**src/temp_limit_consts.svh**
```systemverilog
// Purpose: Offsets, field positions and reset values of the limit registers.
// Assumes: A 3-bit register address as carried by the serial command byte.
// Notes:   Definitions only.
`ifndef TEMP_LIMIT_CONSTS_SVH
`define TEMP_LIMIT_CONSTS_SVH

// ****************************************
// Register offsets
// ****************************************
`define ADDR_TEMP 3'h2
`define ADDR_IDENT 3'h3
`define ADDR_CRIT 3'h4
`define ADDR_HYST 3'h5
`define ADDR_HIGH 3'h6
`define ADDR_LOW 3'h7

// ****************************************
// Reset values
// ****************************************
`define RST_TEMP 16'h0000
`define RST_CRIT 16'h4980
`define RST_HYST 8'h05
`define RST_HIGH 16'h2000
`define RST_LOW 16'h0500

// ****************************************
// Field positions
// ****************************************
`define TEMP_SIGN_BIT 15
`define FLAG_CRIT_BIT 2
`define FLAG_HIGH_BIT 1
`define FLAG_LOW_BIT 0
`define HYST_MSB 3
`define HYST_SCALE 7

`endif

```
**src/temp_limit_pkg.sv**
```systemverilog
// Purpose: Types shared by the limit register bank and its front end.
// Assumes: Register strobes and conversion results arrive on CLK.
// Notes:   Offsets and reset values live in temp_limit_consts.svh.
package temp_limit_pkg;

  // Register access from the serial front end, one cycle strobes.
  typedef struct packed
  {
    logic rd;
    logic wr;
    logic [2:0] addr;
    logic [15:0] wdata;
  } reg_req_t;

  // One finished conversion: done is a one-cycle pulse.
  typedef struct packed
  {
    logic done;
    logic [15:0] value;
  } conv_t;

  // Per-limit comparison results.
  typedef struct packed
  {
    logic crit;
    logic high;
    logic low;
  } limit_evt_t;

endpackage : temp_limit_pkg

```
**src/fault_counter.sv**
```systemverilog
// Purpose: Counts consecutive faulty conversions for one limit.
// Assumes: sample is a one-cycle pulse per conversion.
// Notes:   qualified is combinational and valid only while sample is high.
`timescale 1ns/1ps
module fault_counter
(
  input wire logic clk,
  input wire logic rst,
  input wire logic sample,
  input wire logic fault,
  input wire logic [1:0] depth,
  output logic qualified
);

  logic [1:0] count_reg;
  logic [1:0] count_next;
  wire logic count_full = (count_reg == 2'h3);

  // Code 00 needs one fault, code 11 needs four in a row.
  assign qualified = sample && fault && (count_reg >= depth);
  assign count_next = !sample ? count_reg :
                      !fault ? 2'h0 :
                      count_full ? count_reg : count_reg + 2'h1;

  always_ff @(posedge clk or posedge rst)
  begin
    if (rst)
      count_reg <= 2'h0;
    else
      count_reg <= count_next;
  end
endmodule : fault_counter

```
**src/temp_limit_compare_regs.sv**
```systemverilog
// Purpose: Temperature word, identification and limit registers with
//          critical and limit alarm generation.
// Assumes: Register strobes come from the serial front end on CLK;
//          conversion results come from the converter on CLK.
// Notes:   Alarm outputs are active-high logic levels; pin polarity and
//          open-drain drive are handled outside this block.
`timescale 1ns/1ps
`include "temp_limit_consts.svh"

// Functional notes
// - Critical limit at 0x04, flag temp above it.
// - Critical event asserts the critical alarm output.
// - Limits and temperature compared as signed.
// - Critical limit resets to 0x4980.
// - Temperature word read-only, sign bit 15, resets zero.
// - Bit 2: critical flag or magnitude bit.
// - Bit 1: upper flag or magnitude bit.
// - Bit 0: lower flag or magnitude bit.
// - Identification byte: maker code and revision.
// - Hysteresis at 0x05, low nibble 0-15 degrees.
// - Hysteresis releases alarms below or above limits.
// - Hysteresis resets to 0101, upper nibble zero.
// - Upper limit at 0x06, flag temp above.
// - Over or under event asserts limit alarm.
// - Upper limit resets to 0x2000.
// - Lower limit at 0x07, flag temp below.
// - Lower limit resets to 0x0500.
// - Resolution selects 13-bit or 16-bit word.
// - Alarm only after queued consecutive faults.
// - Interrupt mode: register read clears limit alarm.
module temp_limit_compare_regs
  import temp_limit_pkg::*;
#(
  parameter logic [4:0] MAKER_CODE = 5'h0a,   // Arbitrary value.
  parameter logic [2:0] REVISION_CODE = 3'h1  // Arbitrary value.
)
(
  input wire logic CLK,
  input wire logic RST,
  input wire reg_req_t REG_REQ,
  output logic [15:0] REG_RDATA,
  input wire conv_t CONV,
  input wire logic RES_16BIT,
  input wire logic COMPARATOR_MODE,
  input wire logic [1:0] FAULT_QUEUE,
  output logic CRIT_ALARM,
  output logic LIMIT_ALARM
);

  // ****************************************
  // Register storage
  // ****************************************
  logic [15:0] temp_reg;
  logic [15:0] temp_next;
  logic [15:0] crit_reg;
  logic [15:0] crit_next;
  logic [15:0] high_reg;
  logic [15:0] high_next;
  logic [15:0] low_reg;
  logic [15:0] low_next;
  logic [7:0] hyst_reg;
  logic [7:0] hyst_next;
  logic [15:0] rdata_next;

  wire logic wr_crit = REG_REQ.wr && (REG_REQ.addr == `ADDR_CRIT);
  wire logic wr_hyst = REG_REQ.wr && (REG_REQ.addr == `ADDR_HYST);
  wire logic wr_high = REG_REQ.wr && (REG_REQ.addr == `ADDR_HIGH);
  wire logic wr_low = REG_REQ.wr && (REG_REQ.addr == `ADDR_LOW);

  assign crit_next = wr_crit ? REG_REQ.wdata : crit_reg;
  assign hyst_next = wr_hyst ? REG_REQ.wdata[7:0] : hyst_reg;
  assign high_next = wr_high ? REG_REQ.wdata : high_reg;
  assign low_next = wr_low ? REG_REQ.wdata : low_reg;

  // ****************************************
  // Signed comparison against the limits
  // ****************************************
  // In 13-bit mode the three low bits of the result are not temperature,
  // so they are cleared before comparing and replaced by the three flags when stored.
  wire logic [15:0] conv_word =
    RES_16BIT ? CONV.value : {CONV.value[15:3], 3'h0};

  // One extra bit keeps limit minus and plus hysteresis from wrapping.
  wire logic signed [16:0] t_s =
    {conv_word[`TEMP_SIGN_BIT], conv_word};
  wire logic signed [16:0] crit_s = {crit_reg[`TEMP_SIGN_BIT], crit_reg};
  wire logic signed [16:0] high_s = {high_reg[`TEMP_SIGN_BIT], high_reg};
  wire logic signed [16:0] low_s = {low_reg[`TEMP_SIGN_BIT], low_reg};

  // One degree is 128 counts of the temperature word in both resolutions.
  wire logic signed [16:0] hyst_s =
    {6'h00, hyst_reg[`HYST_MSB:0], 7'h00};

  wire logic signed [16:0] crit_rel = crit_s - hyst_s;
  wire logic signed [16:0] high_rel = high_s - hyst_s;
  wire logic signed [16:0] low_rel = low_s + hyst_s;

  limit_evt_t raw;
  limit_evt_t clr;

  assign raw.crit = t_s > crit_s;
  assign raw.high = t_s > high_s;
  assign raw.low = t_s < low_s;
  assign clr.crit = t_s < crit_rel;
  assign clr.high = t_s < high_rel;
  assign clr.low = t_s > low_rel;

  // ****************************************
  // Temperature word
  // ****************************************
  // Writes to the temperature word are ignored.
  // Bit 2 is the critical, bit 1 the upper and bit 0 the lower flag.
  wire logic [2:0] flag_bits =
    {raw.crit, raw.high, raw.low};
  assign temp_next = !CONV.done ? temp_reg :
                     RES_16BIT ? CONV.value :
                     {CONV.value[15:3], flag_bits};

  // ****************************************
  // Event state per limit with fault queue
  // ****************************************
  // Index 2 is the critical limit, 1 the upper, 0 the lower.
  wire logic [2:0] fault_vec = raw;
  wire logic [2:0] clr_vec = clr;
  logic [2:0] qual_vec;
  logic [2:0] state_reg;
  logic [2:0] state_next;
  wire logic [2:0] rise_vec = state_next & ~state_reg;

  genvar i;
  generate
    for (i = 0; i < 3; i++)
    begin : g_limit
      fault_counter u_queue
      (
        .clk(CLK),
        .rst(RST),
        .sample(CONV.done),
        .fault(fault_vec[i]),
        .depth(FAULT_QUEUE),
        .qualified(qual_vec[i])
      );

      // An active event ends only once the hysteresis band is left.
      assign state_next[i] = !CONV.done ? state_reg[i] :
                             state_reg[i] ? !clr_vec[i] :
                             qual_vec[i];
    end
  endgenerate

  // ****************************************
  // Alarm outputs
  // ****************************************
  // A new event in the same cycle as a read wins over the clear.
  logic int_pend_reg;
  wire logic limit_rise = rise_vec[1] || rise_vec[0];
  wire logic int_pend_next = limit_rise ? 1'b1 :
                             REG_REQ.rd ? 1'b0 : int_pend_reg;
  wire logic limit_next = COMPARATOR_MODE ? (state_next[1] || state_next[0])
                                          : int_pend_next;
  wire logic crit_alarm_next = state_next[2];

  // ****************************************
  // Read data
  // ****************************************
  wire logic [15:0] ident_word =
    {8'h00, MAKER_CODE, REVISION_CODE};
  wire logic [15:0] read_sel =
    (REG_REQ.addr == `ADDR_TEMP) ? temp_reg :
    (REG_REQ.addr == `ADDR_IDENT) ? ident_word :
    (REG_REQ.addr == `ADDR_CRIT) ? crit_reg :
    (REG_REQ.addr == `ADDR_HYST) ? {8'h00, hyst_reg} :
    (REG_REQ.addr == `ADDR_HIGH) ? high_reg :
    (REG_REQ.addr == `ADDR_LOW) ? low_reg : 16'h0000;
  assign rdata_next = REG_REQ.rd ? read_sel : REG_RDATA;

  // ****************************************
  // Flip-flops
  // ****************************************
  always_ff @(posedge CLK or posedge RST)
  begin
    if (RST)
    begin
      temp_reg <= `RST_TEMP;
      crit_reg <= `RST_CRIT;
      hyst_reg <= `RST_HYST;
      high_reg <= `RST_HIGH;
      low_reg <= `RST_LOW;
    end
    else
    begin
      temp_reg <= temp_next;
      crit_reg <= crit_next;
      hyst_reg <= hyst_next;
      high_reg <= high_next;
      low_reg <= low_next;
    end
  end

  always_ff @(posedge CLK or posedge RST)
  begin
    if (RST)
    begin
      state_reg <= 3'h0;
      int_pend_reg <= 1'b0;
      CRIT_ALARM <= 1'b0;
      LIMIT_ALARM <= 1'b0;
      REG_RDATA <= 16'h0000;
    end
    else
    begin
      state_reg <= state_next;
      int_pend_reg <= int_pend_next;
      CRIT_ALARM <= crit_alarm_next;
      LIMIT_ALARM <= limit_next;
      REG_RDATA <= rdata_next;
    end
  end
endmodule : temp_limit_compare_regs

```
**config.mk**
```make
export PLATFORM = sky130hd
export DESIGN_NAME = temp_limit_compare_regs
export DESIGN_NICKNAME = d
export VERILOG_FILES = /design/src/temp_limit_pkg.sv /design/src/fault_counter.sv /design/src/temp_limit_compare_regs.sv
export VERILOG_INCLUDE_DIRS = /design/src
export SDC_FILE = /design/constraint.sdc
export NUM_CORES = 1
export LEC_CHECK = 0
export BUFFER_PORTS_ARGS = -buffer_cell sky130_fd_sc_hd__buf_2
export CORE_MARGIN = 2
export CORE_UTILIZATION = 23
export CTS_CLUSTER_DIAMETER = 60
export DETAILED_ROUTE_END_ITERATION = 7
export GPL_TIMING_DRIVEN = 0
export PLACE_DENSITY = 0.47
export SYNTH_ARGS = -nofsm -noshare
export SYNTH_HDL_FRONTEND = slang
export SYNTH_SLANG_ARGS = --single-unit
```
**constraint.sdc**
```tcl
create_clock -name CLK -period 6.01 [get_ports CLK]
set_input_delay 0.601 -clock CLK [delete_from_list [all_inputs] [get_ports CLK]]
set_output_delay 0.601 -clock CLK [all_outputs]
set_load 0.01 [all_outputs]
```
### Word-level counts from Yosys, hierarchy flattened

Index checks and enable logic that the tools add are counted.

* flip-flop bits (word level): 100
* bits in latches: 0
* memory bits (writable): 0
* bits in read-only memories: 0
* input port bits: 44
* output and inout port bits: 18
* logic and storage cells: 83
* memories kept: 0

* add/sub/neg operators: 6
* $mul: 0
* div/mod/pow operators: 0
* order comparisons: 9
* equal/unequal tests: 12
* shifts and indexed selects: 0
* mux-type cells: 23
* bitwise gates (word level): 2
* reduce and logical (&&, ||, !) cells: 18

Operator list (count)
* 16-bit two-way mux: 6
* 16-bit by 17-bit < comparator with 1-bit output: 2
* 16-bit by 12-bit subtractor with 17-bit output: 2
* 16-bit > comparator: 2
* 16-bit by 12-bit adder with 17-bit output: 1
* 16-bit by 17-bit > comparator with 1-bit output: 1
* 16-bit < comparator: 1
* 3-bit == test (second input constant): 4
* 2-bit two-way mux: 6
* 1-bit logical AND: 10
* 1-bit two-way mux: 9
* 2-bit by 1-bit adder with 2-bit output (second input constant): 3
* 2-bit == test (second input constant): 3
* 3-bit by 2-bit == test with 1-bit output (second input constant): 2
* 2-bit greater-or-equal comparator: 3
* 3-bit two-way mux: 2
* 2-bit != test (second input constant): 3
* 2-bit AND reduction: 3
* 1-bit zero test: 3
* 2-bit bitwise AND: 1
* 1-bit logical OR: 2
* 2-bit NOT: 1

### Logic depth before layout (Yosys ltp)

* depth in word-level cells: 10
* depth in mapped cells: 17
* gate-level depth less buffers: 17

### Cells and area by module

A second synthesis with hierarchy kept.

* cell total of the unflattened synthesis: 727
* area total of the unflattened synthesis: 7135.6 um^2

Modules (own cells, without submodules)
* temp_limit_compare_regs: times used 1, cells each 676, area an instance 6685.2 um^2, sequential area each 2338.5 um^2
* fault_counter: times used 3, cells each 17, area an instance 150.1 um^2, sequential area each 50.0 um^2

### Worst setup path after synthesis

Ideal clock, no wire load.

* path type: flip-flop to flip-flop
* start point: register hyst_reg[0]
* end point: register CRIT_ALARM
* setup time: 130 ps
* data arrival time: 2996 ps
* data required time: 5880 ps
* path slack: 2884 ps
* cell stages (with the launch flop): 15
* buffers on the path: 0
* clock period less this slack: 3126 ps
* path through: dfstp_2 > ha_1 > inv_1 > fa_1 > a21oi_1 > nor2b_1 > or3_1 > and2_1 > ha_1 > a21o_1 > a21oi_1 > o211ai_1 > a211oi_2 > mux2i_1 > a31oi_1

* word-level cells in the longest chain between the ends: 5

Ends and longest elaborated chain
* from (decl): line temp_limit_compare_regs.sv:61 `logic [7:0] hyst_reg;`
* from (signal assigned): line temp_limit_compare_regs.sv:186 `` hyst_reg <= `RST_HYST; ``
* from (signal assigned): line temp_limit_compare_regs.sv:194 `hyst_reg <= hyst_next;`
* 16-bit by 12-bit subtractor with 17-bit output: line temp_limit_compare_regs.sv:94 `wire logic signed [16:0] crit_rel = crit_s - hyst_s;`
* 16-bit by 17-bit < comparator with 1-bit output: line temp_limit_compare_regs.sv:104 `assign clr.crit = t_s < crit_rel;`
* 1-bit zero test: line temp_limit_compare_regs.sv:146 `state_reg[i] ? !clr_vec[i] :`
* 1-bit two-way mux: line temp_limit_compare_regs.sv:146
* 1-bit two-way mux: line temp_limit_compare_regs.sv:145 `assign state_next[i] = !CONV.done ? state_reg[i] :`
* to (signal assigned): line temp_limit_compare_regs.sv:214 `CRIT_ALARM <= crit_alarm_next;`
* to (decl): line temp_limit_compare_regs.sv:46 `output logic CRIT_ALARM,`

No other way between the ends.
A chain may end at the register's enable or synchronous reset.

### Worst setup path in the final report

Same ends and word-level chain as after synthesis.

==> run_summary.xml <==
<?xml version="1.0" encoding="UTF-8"?>
<metrics>
  <group name="timing">
    <metric name="post-route-period-util" unit="%">64.04</metric>
    <metric name="rsz0062_at_grt" unit="">false</metric>
    <metric name="timing.final.hold_violations" unit="">0</metric>
    <metric name="timing.hold.ws" unit="ns">0.3441</metric>
    <metric name="slew-limit-headroom" unit="%">51.42</metric>
    <metric name="final_period_minus_worst_setup_slack" unit="ns">3.849</metric>
    <metric name="setup_viol" unit="">0</metric>
    <metric name="tightestPinTransition" unit="ns">0.7287</metric>
    <metric name="timing.final.max_slew_violations" unit="">0</metric>
    <metric name="setup_skew_after_layout" unit="ns">0.01140</metric>
    <metric name="postLayoutSetupSlackWorst" unit="ns">2.161</metric>
    <metric name="tns" unit="ns">0</metric>
    <metric name="max_clock_freq" unit="MHz">259.8</metric>
  </group>
  <group name="placement">
    <metric name="place.gp.congestion" unit="">0.8834</metric>
    <metric name="place_hpwl" unit="mm">17.35</metric>
    <metric name="dp_slack" unit="ns">2.134</metric>
    <metric name="io_buffers" unit="">57</metric>
  </group>
  <group name="floorplanning">
    <metric name="core-area" unit="um2">29870</metric>
    <metric name="initial_core_utilization" unit="%">23.48</metric>
    <metric name="ioPinCount" unit="">62</metric>
    <metric name="die_w" unit="um">178.7</metric>
    <metric name="die_outline_area" unit="um2">31920</metric>
    <metric name="die_h" unit="um">178.7</metric>
    <metric name="placement_rows" unit="">63</metric>
  </group>
  <group name="power">
    <metric name="power_per_cell_area" unit="nW/um2">331.8</metric>
    <metric name="leakagePower" unit="nW">3.742</metric>
    <metric name="power.ir.vdd_worst" unit="mV">0.1537</metric>
  </group>
  <group name="global_route">
    <metric name="groute.usage.overall" unit="%">14.07</metric>
    <metric name="grt_antenna_before_repair" unit="">0</metric>
    <metric name="number_of_global_route_vias_before_repair" unit="">5543</metric>
    <metric name="grt.overflow.total" unit="">0</metric>
    <metric name="pin_count_of_the_biggest_net_entering_global_routing" unit="">51</metric>
    <metric name="grt_first_pass_wirelength" unit="mm">33.11</metric>
  </group>
  <group name="logic_synthesis">
    <metric name="synth.area.mux_share" unit="%">12.13</metric>
    <metric name="yosysUniqueCellTypes" unit="">56</metric>
    <metric name="synth.ff_latch_count" unit="">99</metric>
    <metric name="synth-seq-area-share" unit="%">35.47</metric>
    <metric name="cell_area_after_technology_mapping" unit="um2">7015</metric>
    <metric name="ys_dominant_reg_cell" unit="">sky130_fd_sc_hd__dfrtp_1</metric>
    <metric name="post-synth-top-area-cell" unit="">sky130_fd_sc_hd__dfrtp_1</metric>
    <metric name="synth-async-reset-ratio" unit="%">100.0</metric>
    <metric name="fraction_of_the_mapped_netlist_area_in_compound_gates" unit="%">15.43</metric>
    <metric name="post_synthesis_net_count" unit="">855</metric>
    <metric name="synth_enable_flop_cells" unit="">0</metric>
    <metric name="synthesis.area_per_instance" unit="um2">9.895</metric>
    <metric name="ys.warnings.count" unit="">0</metric>
    <metric name="yosys.area_share.simple" unit="%">10.83</metric>
    <metric name="synthCells" unit="">709</metric>
    <metric name="synthXorXnorAreaFrac" unit="%">2.247</metric>
    <metric name="synth.area.top_cells" unit="">sky130_fd_sc_hd__dfrtp_1 32%, sky130_fd_sc_hd__ha_1 18%, sky130_fd_sc_hd__mux2_2 9.0%, sky130_fd_sc_hd__inv_1 4.0%, sky130_fd_sc_hd__a21oi_1 3.9%</metric>
    <metric name="synthDominantCellAreaShare" unit="%">32.10</metric>
    <metric name="yosys.area_share.adder" unit="%">18.51</metric>
    <metric name="synth_top_family_by_area" unit="">adder cells</metric>
  </group>
  <group name="critical_path">
    <metric name="critical-path-top-delay-family" unit="">compound AO/OA/AOI/OAI gates</metric>
    <metric name="kind_of_critical_path" unit="">reg2reg</metric>
    <metric name="cp.buffers_inverters" unit="">1</metric>
    <metric name="worst_setup_path_start_kind" unit="">flop</metric>
    <metric name="delay_of_the_slowest_cell_on_the_worst_path" unit="ns">0.60</metric>
    <metric name="critPathMaxFanout" unit="">5</metric>
    <metric name="crit_path_top_delay_cell" unit="">sky130_fd_sc_hd__dfstp_2</metric>
    <metric name="setup.worst_path.end_class" unit="">flop</metric>
    <metric name="critical_path.cell_chain" unit="">ha_1, inv_1, fa_1, a21oi_1, nor2b_1, or3_1, and2_1, ha_1, a21o_1, a21oi_1, o211ai_1, a211oi_2, mux2i_1, a31oi_1</metric>
    <metric name="critPathArrivalTime" unit="ns">4.09</metric>
    <metric name="worstPathRequired" unit="ns">6.25</metric>
  </group>
  <group name="drt">
    <metric name="route.detailed.drc" unit="">0</metric>
    <metric name="vias_per_cell" unit="">4.683</metric>
    <metric name="total_wirelength" unit="mm">21.57</metric>
    <metric name="wl_per_cell" unit="um">18.39</metric>
    <metric name="drt_antenna_net_count" unit="">0</metric>
    <metric name="drt_iter0_drc" unit="">259</metric>
    <metric name="vias" unit="">5493</metric>
    <metric name="dr.pass1.iters" unit="">4</metric>
  </group>
  <group name="worst_hold_path">
    <metric name="min-delay-path-class" unit="">in2async</metric>
  </group>
  <group name="finish">
    <metric name="design.final.nets" unit="">924</metric>
    <metric name="final_layout_size_suffix_gt1_share" unit="%">20.43</metric>
    <metric name="flow.area_growth_from_synthesis" unit="%">15.77</metric>
    <metric name="ant_diodes" unit="">0</metric>
  </group>
  <group name="clock_tree">
    <metric name="cts_setup_buffers" unit="">0</metric>
    <metric name="clock_sinks" unit="">99</metric>
    <metric name="numCtsBuffers" unit="">9</metric>
    <metric name="cts_tree" unit="">built</metric>
    <metric name="worstSkewPairLatency" unit="ns">0.37</metric>
    <metric name="ctsRootBufferMaster" unit="">sky130_fd_sc_hd__clkbuf_16</metric>
    <metric name="postCtsResizedCells" unit="">0</metric>
    <metric name="cts.clk_slew.worst_paths" unit="ns">0.08</metric>
    <metric name="cts_max_level" unit="">3</metric>
    <metric name="cts_hold_repair.buffers" unit="">0</metric>
    <metric name="clk_path_buf_depth" unit="">2</metric>
  </group>
  <group name="status">
    <metric name="run_status" unit="">complete, no violations</metric>
  </group>
  <group name="run">
    <metric name="maxCapViolations" unit="">0</metric>
  </group>
</metrics>
[power by group]
part,leakage [nW],internal (W),total (W),switching [W]
clock network,0.146,0.000336,0.000610,0.000274
registers,1.17,0.000818,0.000968,0.000151
logic,2.42,0.000514,0.00112,0.000602
total,3.74,0.00167,0.00269,0.00103
[path summary, 6_finish.rpt]
kind                                   from           end  slack (ns)  depth (start not counted)
worst max register to register  hyst_reg[0]    CRIT_ALARM        2.16                         14
min in group CLK                REG_REQ[12]  crit_reg[12]        0.47                          3
worst min-delay path                    RST  REG_RDATA[4]        0.34                          2
worst min register to register   CRIT_ALARM    CRIT_ALARM        0.50                          1
worst max-delay path            hyst_reg[0]    CRIT_ALARM        2.16                         14
max in group asynchronous               RST   low_reg[10]        4.91                          3
[cell families after synthesis]
family          after synthesis
buf+inv                      98
compound gates              170
simple gates                154
xor+xnor                     18
mux                          68
fa+ha+maj                   102
flops                        99
[cell type report]
type	instances	area [um2]
sequential	99	2489
inverter	74	280.3
clock inverter	5	60.06
multi-input combinational	512	4149
buffer	24	100.1
timing repair buffer	58	312.8
tap	390	488.0
clock buffer	11	242.7
fill	3198	21750
[routing by layer]
metal  global-route usage (%)  share of wire (%)  up-vias  wire [um]
li1                         -                  -     2689          -
met1                    19.32                 46     2684      10010
met2                    22.62                 46      102       9899
met3                    2.354                5.9       18       1283
met4                    4.234                1.8        0        380
met5                        0                  0        -          0
[placed cells by master, fill, tap and decap left out, types with 6 or more instances in the layout]
cell	count
sky130_fd_sc_hd__a21o_1	16
sky130_fd_sc_hd__a21oi_1	54
sky130_fd_sc_hd__a22o_1	6
sky130_fd_sc_hd__a22oi_1	10
sky130_fd_sc_hd__a31oi_1	6
sky130_fd_sc_hd__and3_1	8
sky130_fd_sc_hd__buf_2	62
sky130_fd_sc_hd__clkbuf_1	15
sky130_fd_sc_hd__clkbuf_16	9
sky130_fd_sc_hd__dfrtp_1	90
sky130_fd_sc_hd__dfstp_2	9
sky130_fd_sc_hd__ha_1	99
sky130_fd_sc_hd__inv_1	73
sky130_fd_sc_hd__mux2_2	56
sky130_fd_sc_hd__mux4_2	8
sky130_fd_sc_hd__nand2_1	41
sky130_fd_sc_hd__nand2b_1	10
sky130_fd_sc_hd__nand3_1	10
sky130_fd_sc_hd__nand4_1	11
sky130_fd_sc_hd__nor2_1	41
sky130_fd_sc_hd__nor3_1	8
sky130_fd_sc_hd__o21ai_0	43
sky130_fd_sc_hd__xnor2_1	16
[cell usage after synthesis (2+ instances only)]
cell type,n
sky130_fd_sc_hd__o21bai_1,2
sky130_fd_sc_hd__fa_1,3
sky130_fd_sc_hd__mux2i_1,4
sky130_fd_sc_hd__nand4_1,11
sky130_fd_sc_hd__a21o_1,16
sky130_fd_sc_hd__nand2b_1,10
sky130_fd_sc_hd__inv_1,74
sky130_fd_sc_hd__nand2_1,41
sky130_fd_sc_hd__a211oi_1,4
sky130_fd_sc_hd__dfstp_2,9
sky130_fd_sc_hd__xnor2_1,16
sky130_fd_sc_hd__nand3_1,10
sky130_fd_sc_hd__nor3_1,8
sky130_fd_sc_hd__mux4_2,8
sky130_fd_sc_hd__clkbuf_1,14
sky130_fd_sc_hd__a221o_1,4
sky130_fd_sc_hd__nor2_1,41
sky130_fd_sc_hd__buf_2,5
sky130_fd_sc_hd__buf_1,4
sky130_fd_sc_hd__and3_1,8
sky130_fd_sc_hd__a22o_1,6
sky130_fd_sc_hd__and2_1,4
sky130_fd_sc_hd__a21oi_1,54
sky130_fd_sc_hd__dfrtp_1,90
sky130_fd_sc_hd__a2111oi_0,3
sky130_fd_sc_hd__a32oi_1,4
sky130_fd_sc_hd__a31oi_1,6
sky130_fd_sc_hd__o211ai_1,4
sky130_fd_sc_hd__a22oi_1,10
sky130_fd_sc_hd__mux2_2,56
sky130_fd_sc_hd__xor2_1,2
sky130_fd_sc_hd__ha_1,99
sky130_fd_sc_hd__nor3b_1,5
sky130_fd_sc_hd__nand4b_1,3
sky130_fd_sc_hd__o21a_1,3
sky130_fd_sc_hd__nor2b_1,5
sky130_fd_sc_hd__nor4_1,2
sky130_fd_sc_hd__o21ai_0,43
[worst register-to-register path, stage by stage (launching register included)]
cell                       delay [ns]
sky130_fd_sc_hd__dfstp_2         0.60
sky130_fd_sc_hd__ha_1            0.16
sky130_fd_sc_hd__inv_1           0.05
sky130_fd_sc_hd__fa_1            0.40
sky130_fd_sc_hd__a21oi_1         0.17
sky130_fd_sc_hd__nor2b_1         0.08
sky130_fd_sc_hd__or3_1           0.36
sky130_fd_sc_hd__and2_1          0.16
sky130_fd_sc_hd__ha_1            0.28
sky130_fd_sc_hd__a21o_1          0.18
sky130_fd_sc_hd__a21oi_1         0.27
sky130_fd_sc_hd__o211ai_1        0.21
sky130_fd_sc_hd__a211oi_2        0.30
sky130_fd_sc_hd__mux2i_1         0.38
sky130_fd_sc_hd__a31oi_1         0.13
[per-stage QoR]
| stage | area (um2) | total power, W | utilization, % | instances |
|---|---|---|---|---|
| after floorplan | 7015 | 0.001739 | - | 709 |
| after global routing | 8122 | 0.002921 | 27.19 | 1173 |
| after detailed placement | 7819 | 0.002094 | 26.17 | 1157 |
| final | 8122 | 0.002695 | 27.19 | 1173 |
| after global placement | 7789 | 0.002077 | 26.07 | 1156 |
| after CTS | 8122 | 0.002719 | 27.19 | 1173 |
Note: power is estimated with default switching activity, not from simulation.
